===== src/sec_fault_pkg.sv =====
// shared constants and carriers of the secondary fault block
package sec_fault_pkg;
  // serial frame layout
  localparam int FRAME_BITS = 24;
  localparam int ADDR_W = 5;
  localparam int DATA_W = 10;
  localparam int RW_POS = 23;
  localparam int ADDR_LSB = 18;
  localparam int DATA_LSB = 8;
  localparam int CHECK_W = 8;
  // register offsets
  localparam logic [4:0] FLAGS_ADDR = 5'h0E;
  localparam logic [4:0] ENABLES_ADDR = 5'h0F;
  localparam logic [4:0] ROUTING_ADDR = 5'h10;
  localparam logic [4:0] SELF_TEST_ADDR = 5'h1C;
  // fault bit positions
  localparam int SELF_TEST_BIT = 9;
  localparam int LOGIC_SUPPLY_BIT = 8;
  localparam int DEADTIME_BIT = 7;
  localparam int SERIAL_BIT = 6;
  localparam int CFG_CRC_BIT = 5;
  localparam int GATE_MON_BIT = 4;
  localparam int WATCHDOG_BIT = 3;
  localparam int LINK_ERR_BIT = 2;
  localparam int REFERENCE_BIT = 1;
  localparam int NEG_SUPPLY_BIT = 0;
  // reset values and bit classes
  localparam logic [9:0] FLAGS_RESET = 10'h000;
  localparam logic [9:0] ENABLES_RESET = 10'h0EC;
  localparam logic [9:0] ENABLES_WRITABLE = 10'h0FD;
  localparam logic [9:0] ALWAYS_ENABLED = 10'h302;
  localparam logic [9:0] ROUTING_RESET = 10'h002;
  localparam logic [9:0] ROUTING_WRITABLE = 10'h083;
  localparam logic [9:0] SHUTDOWN_FAULTS = 10'h33F;
  localparam logic [9:0] SELF_TEST_RESET = 10'h000;
  // timing counts in clock cycles
  localparam int CONV_PERIOD_CYC = 1000;
  localparam int REPLY_TIMEOUT_CYC = 250;

  // raw fault conditions, all from outside the clock domain
  typedef struct packed {
    logic logic_supply;
    logic deadtime;
    logic cfg_crc_lv;
    logic cfg_crc_hv;
    logic gate_mismatch;
    logic hv_watchdog;
    logic link_crc;
    logic link_framing;
    logic reference;
    logic neg_supply;
    logic link_reply;
  } fault_in_s;

  // serial pins of the register port
  typedef struct packed {
    logic chip_select_n;
    logic sclk;
    logic mosi;
  } serial_in_s;

  // self test completion from on-chip logic
  typedef struct packed {
    logic done;
    logic [DATA_W-1:0] result;
  } self_test_s;
endpackage


===== src/pin_sync.sv =====
// three-stage pin synchroniser with agreement filter
`timescale 1ns/1ps
module pin_sync #(
  parameter int W = 1,
  parameter logic [W-1:0] INIT = '0
) (
  input wire logic clock_i,
  input wire logic srst_i,
  input wire logic [W-1:0] pin_i,
  output logic [W-1:0] level_o
);
  logic [W-1:0] meta_ff;
  logic [W-1:0] s2_ff;
  logic [W-1:0] s3_ff;

  always_ff @(posedge clock_i) begin
    if (srst_i) begin
      meta_ff <= INIT;
      s2_ff <= INIT;
      s3_ff <= INIT;
    end else begin
      meta_ff <= pin_i;
      s2_ff <= meta_ff;
      s3_ff <= s2_ff;
    end
  end

  // a bit moves only once the last two stages agree
  always_ff @(posedge clock_i) begin
    if (srst_i) begin
      level_o <= INIT;
    end else begin
      for (int i = 0; i < W; i++) begin
        if (s2_ff[i] == s3_ff[i]) begin
          level_o[i] <= s3_ff[i];
        end
      end
    end
  end
endmodule


===== src/secondary_fault_status_mask.sv =====
// secondary fault flags, enables, routing and serial register port
`timescale 1ns/1ps
module secondary_fault_status_mask
  import sec_fault_pkg::*;
#(
  parameter int CONV_PERIOD = CONV_PERIOD_CYC,
  parameter int REPLY_TIMEOUT = REPLY_TIMEOUT_CYC
) (
  input wire logic clock_i,
  input wire logic srst_i,
  input wire serial_in_s serial_i,
  input wire fault_in_s fault_i,
  input wire self_test_s self_test_i,
  input wire logic config_mode_i,
  input wire logic power_up_i,
  input wire logic monitor_source_select_i,
  input wire logic active_clamp_enable_i,
  output logic miso_o,
  output logic miso_oe_o,
  output logic switching_enable_o,
  output logic low_side_gate_command_o,
  output logic active_clamp_o,
  output logic primary_fault_pin_n_o,
  output logic alternate_report_pin_n_o,
  output logic conversion_request_o,
  output logic [DATA_W-1:0] self_test_detail_o
);

  // ------------------------------------------------------------
  // input synchronisers
  // ------------------------------------------------------------
  serial_in_s ser;
  fault_in_s flt;

  pin_sync #(
    .W($bits(serial_in_s)),
    .INIT(3'h4)
  ) u_serial_sync (
    .clock_i(clock_i),
    .srst_i(srst_i),
    .pin_i(serial_i),
    .level_o(ser)
  );

  pin_sync #(
    .W($bits(fault_in_s)),
    .INIT(11'h000)
  ) u_fault_sync (
    .clock_i(clock_i),
    .srst_i(srst_i),
    .pin_i(fault_i),
    .level_o(flt)
  );

  // ------------------------------------------------------------
  // edge detection on filtered levels
  // ------------------------------------------------------------
  logic sclk_prev_ff;
  logic cs_n_prev_ff;
  logic reply_prev_ff;
  logic sclk_rise;
  logic sclk_fall;
  logic frame_start;
  logic frame_end;
  logic reply_rise;

  always_ff @(posedge clock_i) begin
    if (srst_i) begin
      sclk_prev_ff <= 1'b0;
      cs_n_prev_ff <= 1'b1;
      reply_prev_ff <= 1'b0;
    end else begin
      sclk_prev_ff <= ser.sclk;
      cs_n_prev_ff <= ser.chip_select_n;
      reply_prev_ff <= flt.link_reply;
    end
  end

  assign sclk_rise = ser.sclk & ~sclk_prev_ff & ~ser.chip_select_n;
  assign sclk_fall = ~ser.sclk & sclk_prev_ff & ~ser.chip_select_n;
  assign frame_start = ~ser.chip_select_n & cs_n_prev_ff;
  assign frame_end = ser.chip_select_n & ~cs_n_prev_ff;
  assign reply_rise = flt.link_reply & ~reply_prev_ff;

  // ------------------------------------------------------------
  // serial receive
  // ------------------------------------------------------------
  logic [FRAME_BITS-1:0] rx_ff;
  logic [5:0] bit_cnt_ff;

  always_ff @(posedge clock_i) begin
    if (srst_i) begin
      rx_ff <= '0;
    end else if (sclk_rise) begin
      rx_ff <= {rx_ff[FRAME_BITS-2:0], ser.mosi};
    end
  end

  // counter saturates so that long frames stay detectable
  always_ff @(posedge clock_i) begin
    if (srst_i) begin
      bit_cnt_ff <= 6'h00;
    end else if (frame_start) begin
      bit_cnt_ff <= 6'h00;
    end else if (sclk_rise && bit_cnt_ff != 6'h3F) begin
      bit_cnt_ff <= bit_cnt_ff + 6'h01;
    end
  end

  // ------------------------------------------------------------
  // frame decode
  // ------------------------------------------------------------
  logic frame_ok;
  logic frame_bad;
  logic is_write;
  logic [ADDR_W-1:0] frame_addr;
  logic [DATA_W-1:0] frame_data;
  logic wr_flags;
  logic wr_enables;
  logic wr_routing;

  assign frame_ok = frame_end && bit_cnt_ff == 6'(FRAME_BITS);
  assign frame_bad = frame_end && bit_cnt_ff != 6'(FRAME_BITS);
  assign is_write = rx_ff[RW_POS];
  assign frame_addr = rx_ff[ADDR_LSB +: ADDR_W];
  assign frame_data = rx_ff[DATA_LSB +: DATA_W];

  function automatic logic hit(input logic ok, input logic [ADDR_W-1:0] fa, a);
    hit = ok && fa == a;
  endfunction

  assign wr_flags = hit(frame_ok && is_write, frame_addr, FLAGS_ADDR);
  assign wr_enables = hit(frame_ok && is_write, frame_addr, ENABLES_ADDR);
  assign wr_routing = hit(frame_ok && is_write, frame_addr, ROUTING_ADDR);

  // ------------------------------------------------------------
  // lv watchdog: periodic request and reply timer
  // ------------------------------------------------------------
  logic [15:0] period_cnt_ff;
  logic [15:0] reply_cnt_ff;
  logic waiting_ff;
  logic conv_due;
  logic lv_timeout;

  assign conv_due = period_cnt_ff == 16'(CONV_PERIOD - 1);
  assign lv_timeout = waiting_ff && reply_cnt_ff == 16'(REPLY_TIMEOUT - 1);

  always_ff @(posedge clock_i) begin
    if (srst_i) begin
      period_cnt_ff <= 16'h0000;
      conversion_request_o <= 1'b0;
    end else begin
      conversion_request_o <= conv_due;
      if (conv_due) begin
        period_cnt_ff <= 16'h0000;
      end else begin
        period_cnt_ff <= period_cnt_ff + 16'h0001;
      end
    end
  end

  always_ff @(posedge clock_i) begin
    if (srst_i) begin
      waiting_ff <= 1'b0;
      reply_cnt_ff <= 16'h0000;
    end else if (conv_due) begin
      waiting_ff <= 1'b1;
      reply_cnt_ff <= 16'h0000;
    end else if (reply_rise || lv_timeout) begin
      waiting_ff <= 1'b0;
    end else if (waiting_ff) begin
      reply_cnt_ff <= reply_cnt_ff + 16'h0001;
    end
  end

  // ------------------------------------------------------------
  // fault events
  // ------------------------------------------------------------
  logic [DATA_W-1:0] event_vec;

  always_comb begin
    event_vec = '0;
    event_vec[SELF_TEST_BIT] = self_test_i.done & (|self_test_i.result);
    // no logic supply fault in power up
    event_vec[LOGIC_SUPPLY_BIT] = flt.logic_supply & ~power_up_i;
    event_vec[DEADTIME_BIT] = flt.deadtime;
    event_vec[SERIAL_BIT] = frame_bad;
    event_vec[CFG_CRC_BIT] = flt.cfg_crc_lv | flt.cfg_crc_hv;
    event_vec[GATE_MON_BIT] = flt.gate_mismatch & ~monitor_source_select_i;
    event_vec[WATCHDOG_BIT] = flt.hv_watchdog | lv_timeout;
    event_vec[LINK_ERR_BIT] = flt.link_crc | flt.link_framing;
    // no reference fault in power up
    event_vec[REFERENCE_BIT] = flt.reference & ~power_up_i;
    event_vec[NEG_SUPPLY_BIT] = flt.neg_supply;
  end

  // ------------------------------------------------------------
  // enables, routing, flags
  // ------------------------------------------------------------
  logic [DATA_W-1:0] enables_ff;
  logic [DATA_W-1:0] routing_ff;
  logic [DATA_W-1:0] flags_ff;
  logic [DATA_W-1:0] nxt_flags;
  logic [DATA_W-1:0] active_en;
  logic [DATA_W-1:0] clear_vec;

  always_ff @(posedge clock_i) begin
    if (srst_i) begin
      enables_ff <= ENABLES_RESET;
      routing_ff <= ROUTING_RESET;
    end else if (config_mode_i) begin
      if (wr_enables) begin
        enables_ff <= frame_data & ENABLES_WRITABLE;
      end
      if (wr_routing) begin
        routing_ff <= frame_data & ROUTING_WRITABLE;
      end
    end
  end

  assign active_en = enables_ff | ALWAYS_ENABLED;
  assign clear_vec = wr_flags ? frame_data : '0;

  // set wins over a clear in the same cycle
  always_comb begin
    nxt_flags = flags_ff & ~clear_vec;
    nxt_flags = nxt_flags | (event_vec & active_en);
  end

  // latch and hold, zero at reset
  always_ff @(posedge clock_i) begin
    if (srst_i) begin
      flags_ff <= FLAGS_RESET;
    end else begin
      flags_ff <= nxt_flags;
    end
  end

  always_ff @(posedge clock_i) begin
    if (srst_i) begin
      self_test_detail_o <= SELF_TEST_RESET;
    end else if (self_test_i.done) begin
      self_test_detail_o <= self_test_i.result;
    end
  end

  // ------------------------------------------------------------
  // fault response
  // ------------------------------------------------------------
  logic shutdown;
  logic [DATA_W-1:0] pending;

  assign shutdown = |(flags_ff & SHUTDOWN_FAULTS);

  // deadtime enforcement lives in the driver path and is never
  // bypassed here, so masking that fault only hides the report
  // deadtime left untouched
  always_ff @(posedge clock_i) begin
    if (srst_i) begin
      switching_enable_o <= 1'b1;
      low_side_gate_command_o <= 1'b0;
      active_clamp_o <= 1'b0;
    end else begin
      switching_enable_o <= ~shutdown;
      low_side_gate_command_o <= shutdown;
      active_clamp_o <= shutdown & active_clamp_enable_i;
    end
  end

  // a bit disabled after latching stops being reported
  assign pending = flags_ff & active_en;

  always_ff @(posedge clock_i) begin
    if (srst_i) begin
      primary_fault_pin_n_o <= 1'b1;
      alternate_report_pin_n_o <= 1'b1;
    end else begin
      primary_fault_pin_n_o <= ~|(pending & ~routing_ff);
      alternate_report_pin_n_o <= ~|(pending & routing_ff);
    end
  end

  // ------------------------------------------------------------
  // read data and serial transmit
  // ------------------------------------------------------------
  logic [DATA_W-1:0] rd_data;
  logic [FRAME_BITS-1:0] resp_ff;
  logic [FRAME_BITS-1:0] tx_ff;

  // unmapped addresses read as zero
  always_comb begin
    case (frame_addr)
      FLAGS_ADDR: rd_data = flags_ff;
      ENABLES_ADDR: rd_data = enables_ff;
      ROUTING_ADDR: rd_data = routing_ff;
      SELF_TEST_ADDR: rd_data = self_test_detail_o;
      default: rd_data = '0;
    endcase
  end

  // the answer goes out in the following frame; check byte is zero
  always_ff @(posedge clock_i) begin
    if (srst_i) begin
      resp_ff <= '0;
    end else if (frame_ok) begin
      resp_ff <= {1'b0, frame_addr, rd_data, {CHECK_W{1'b0}}};
    end
  end

  always_ff @(posedge clock_i) begin
    if (srst_i) begin
      tx_ff <= '0;
      miso_o <= 1'b0;
    end else if (frame_start) begin
      tx_ff <= resp_ff;
      miso_o <= resp_ff[FRAME_BITS-1];
    end else if (sclk_fall) begin
      tx_ff <= {tx_ff[FRAME_BITS-2:0], 1'b0};
      miso_o <= tx_ff[FRAME_BITS-2];
    end
  end

  // data line is driven only inside a frame
  always_ff @(posedge clock_i) begin
    if (srst_i) begin
      miso_oe_o <= 1'b0;
    end else begin
      miso_oe_o <= ~ser.chip_select_n;
    end
  end
endmodule


===== config.mk =====
export PLATFORM = sky130hd
export DESIGN_NAME = secondary_fault_status_mask
export DESIGN_NICKNAME = d
export VERILOG_FILES = /design/src/sec_fault_pkg.sv /design/src/pin_sync.sv /design/src/secondary_fault_status_mask.sv
export SDC_FILE = /design/constraint.sdc
export NUM_CORES = 1
export LEC_CHECK = 0
export ABC_CLOCK_PERIOD_IN_PS = 2700
export BUFFER_PORTS_ARGS = -buffer_cell sky130_fd_sc_hd__buf_2
export CAP_MARGIN = 20
export CORE_ASPECT_RATIO = 0.7
export CORE_MARGIN = 8
export CORE_UTILIZATION = 55
export DETAILED_ROUTE_END_ITERATION = 10
export PLACE_DENSITY_LB_ADDON = 0.08
export REMOVE_ABC_BUFFERS = 1
export SYNTH_ARGS = -nofsm -noshare
export SYNTH_HDL_FRONTEND = slang
export SYNTH_SLANG_ARGS = --single-unit
export TNS_END_PERCENT = 50

===== constraint.sdc =====
create_clock -name clock_i -period 2.7 [get_ports clock_i]
set_input_delay 0.405 -clock clock_i [delete_from_list [all_inputs] [get_ports clock_i]]
set_output_delay 0.405 -clock clock_i [all_outputs]
set_load 0.02 [all_outputs]

==> run summary <==
Status - finished, final reports clean
Worst skew pair latency - 0.42 ns
Worst r2r src - bit_cnt_ff[3]
Top cells by count, synth - 190 x dfxtp_1, 95 x nand2_1, 73 x a21oi_1
Hold_sp - serial_i[2]
Final HPWL DP - 10,500 µm
1st-pass router iterations - 7
Vias in the first global route - 5,278
DR WL met2 - 6220 µm
Row count - 35
Antenna viol nets, final - 0
Clk slew on worst S/H paths - 0.07 ns
Post-CTS Setup Inserts - 0
Max_slew headroom - 0.567
Die area - 0.0172 mm²
Synthesis-to-layout area growth - 14.0%
Fmax - 483 MHz
Critical path required time - 3.01 ns
Starting DRT DRC Count - 332
Slew Viols, Final - 0
GRT overflow - 0
Sequential-to-total area share from yosys stat - 0.524
Total GRT Usage - 0.178
Pleak - 0.00306 µW
Post-cts resize count - 0
Synth async-reset ratio - 0
CP startpoint kind - flop
Distinct cells, synth - 55
Hold_buf cts - 0
Starting density of the core - 0.558
WP buf/inv - 0
Die outline height - 112 µm
Antenna Cells - 0
Cell family with most CP delay - simple AND/OR/NAND/NOR gates
Area after DPL - 0.00765 mm²
Maxcap violations - 0
Slew @ Worst Pin - 0.647 ns
M1 wire length - 7660 µm
Minimum clock period - 2.07 ns
CORE AREA - 0.0130 mm²
#FFs+latches synth - 190
Total CTS buffers - 17
RSZ-0062 raised after global routing - false
Root Buffer - clkbuf_16
I/O Pins - 49
Drt drc - 0
Period utilization - 0.767
Via density per instance - 5.57
Clock Skew - 0.0117 ns
Synth Instances - 783
Worst path slowest cell - or4_4
Setup-failing EPs final - 0
Crit path launch - bit_cnt_ff[3]
PD cells - 682 mW/mm²
Max layer used - met4
Synthesized area per cell - 9.27 µm²
Antenna violations before repair - 0
Yosys warnings - 0
Cell Chain, Critical Path - or3b_4, or4_4, mux2_4, or2_1
CP max stage delay - 0.61 ns
TritonCTS clock tree - yes
Arrival @ worst endpoint - 2.38 ns
Crit end category - flop
Most frequent cell after synthesis - dfxtp_1
CTS max path bufs - 2
Post-synth EDFFs - 0
Top_reg_cell synth - dfxtp_1
Vias - 5,562
Top cells by area, synth - dfxtp_1 52%, mux2i_1 5.5%, a21oi_1 5.0%
Hold WC Path Type - input port to flop
Met3 wire length - 895 µm
Port Buf Inserts - 48
H-tree levels - 4
Post-Layout Inst Area - 0.00828 mm²
Nets - 856
First-pass GRT wire length - 25,500 µm
Fraction of layout cells with a size suffix above 1 - 0.130
Cell taking the most area after synthesis - dfxtp_1
Die width - 153 µm
Peak fanout along the critical path - 7
Post-synth top area share - 0.524
Setup tns final - 0 ns
Mapped Area - 0.00726 mm²
Maximum vdd drop - 530 µV
Routed len/inst - 15.0 µm
Final wirelength - 14,900 µm
Final Hold Vio Count - 0
WHS - 0.158 ns
Filler cell count - 1,093
RePlAce Congestion - 0.835
Pin count of the biggest net entering global routing - 58
Setup Crit Path Kind - flop to flop
Clk sinks - 190
-- metrics by stage --
| stage | cells | setup WS [ns] | total power, µW | util |
|---|---|---|---|---|
| finish | 999 | 0.630 | 5650 | 0.636 |
| global route | 999 | 0.520 | 5830 | 0.636 |
| CTS | 999 | 0.633 | 5690 | 0.636 |
| detailed placement | 967 | 0.651 | 3100 | 0.588 |
| global placement | 967 | 0.704 | 3100 | 0.588 |
| floorplan | 739 | 0.250 | 3000 | - |
-- report_power, final --
group / switching [µW] / total (µW) / internal (µW)
Sequential: 26.3 / 2870 / 2850
Clock: 1070 / 2610 / 1540
Combinational: 97.4 / 165 / 67.9
Total: 1190 / 5650 / 4460
-- flip-flops by register name, indices dropped and copies added (netlist names), 3 cells and up --
register and cells:
reply_cnt_ff 16, routing_ff 3, u_serial_sync.level_o 3, period_cnt_ff 16
u_fault_sync.s3_ff 11, u_serial_sync.s3_ff 3, u_fault_sync.meta_ff 11, tx_ff 15
u_serial_sync.s2_ff 3, enables_ff 7, resp_ff 15, u_fault_sync.level_o 11
bit_cnt_ff 6, u_serial_sync.meta_ff 3, flags_ff 10, self_test_detail_o 10
rx_ff 24, u_fault_sync.s2_ff 11
-- cell type report --
cell class	count	area, µm²	share of cell area
Inverter	13	48.8	0.00590
Clock inverter	11	153	0.0184
Clock buffer	21	470	0.0568
Timing Repair Buffer	62	348	0.0420
Multi-Input combinational cell	536	3240	0.392
Sequential cell	190	3800	0.460
Tap cell	166	208	0.0251
-- logic make-up (layout without fill, tap and decap cells) --
kind of cell,Yosys count,count (layout),share of synthesized area
XOR/XNOR,23,23,0.0277
AND/OR/NAND/NOR,311,311,0.217
AO/OA/AOI/OAI,154,154,0.132
multiplexers,43,43,0.0603
flip-flops,190,190,0.524
buffers and inverters,57,107,0.0307
adder cells (fa/ha/maj),5,5,0.00861
-- placed cells by master (no fill, tap or decap), types with 11 or more instances in the layout --
cell       Yosys  layout
xnor2_1       11      11
a211oi_1      15      15
o21ai_0       24      24
nand2_1       95      95
nand2b_1      15      15
buf_4          0      15
nor2b_1       43      43
clkbuf_16      0      17
a21oi_1       73      72
nand3_1       15      15
nor2_1        67      67
mux2i_1       40      40
inv_1         13      13
dfxtp_1      190     190
xor2_1        12      12
nand4_1       12      12
buf_2          1      47
-- path summary, 6_finish.rpt --
| path | endpoint | slack, ns | cells after the start |
|---|---|---|---|
| setup / recovery | enables_ff[7] | 0.63 | 4 |
| hold / removal | u_serial_sync.meta_ff[2] | 0.16 | 2 |
| setup reg to reg | enables_ff[7] | 0.63 | 4 |
| hold reg to reg | u_serial_sync.s2_ff[2] | 0.41 | 1 |
-- routing by layer --
metal	up-vias	GRT usage
li1	2814	-
met1	2607	0.246
met2	129	0.265
met3	12	0.0476
met4	0	0.0592
met5	-	0
(Power assumes the default switching activity.)
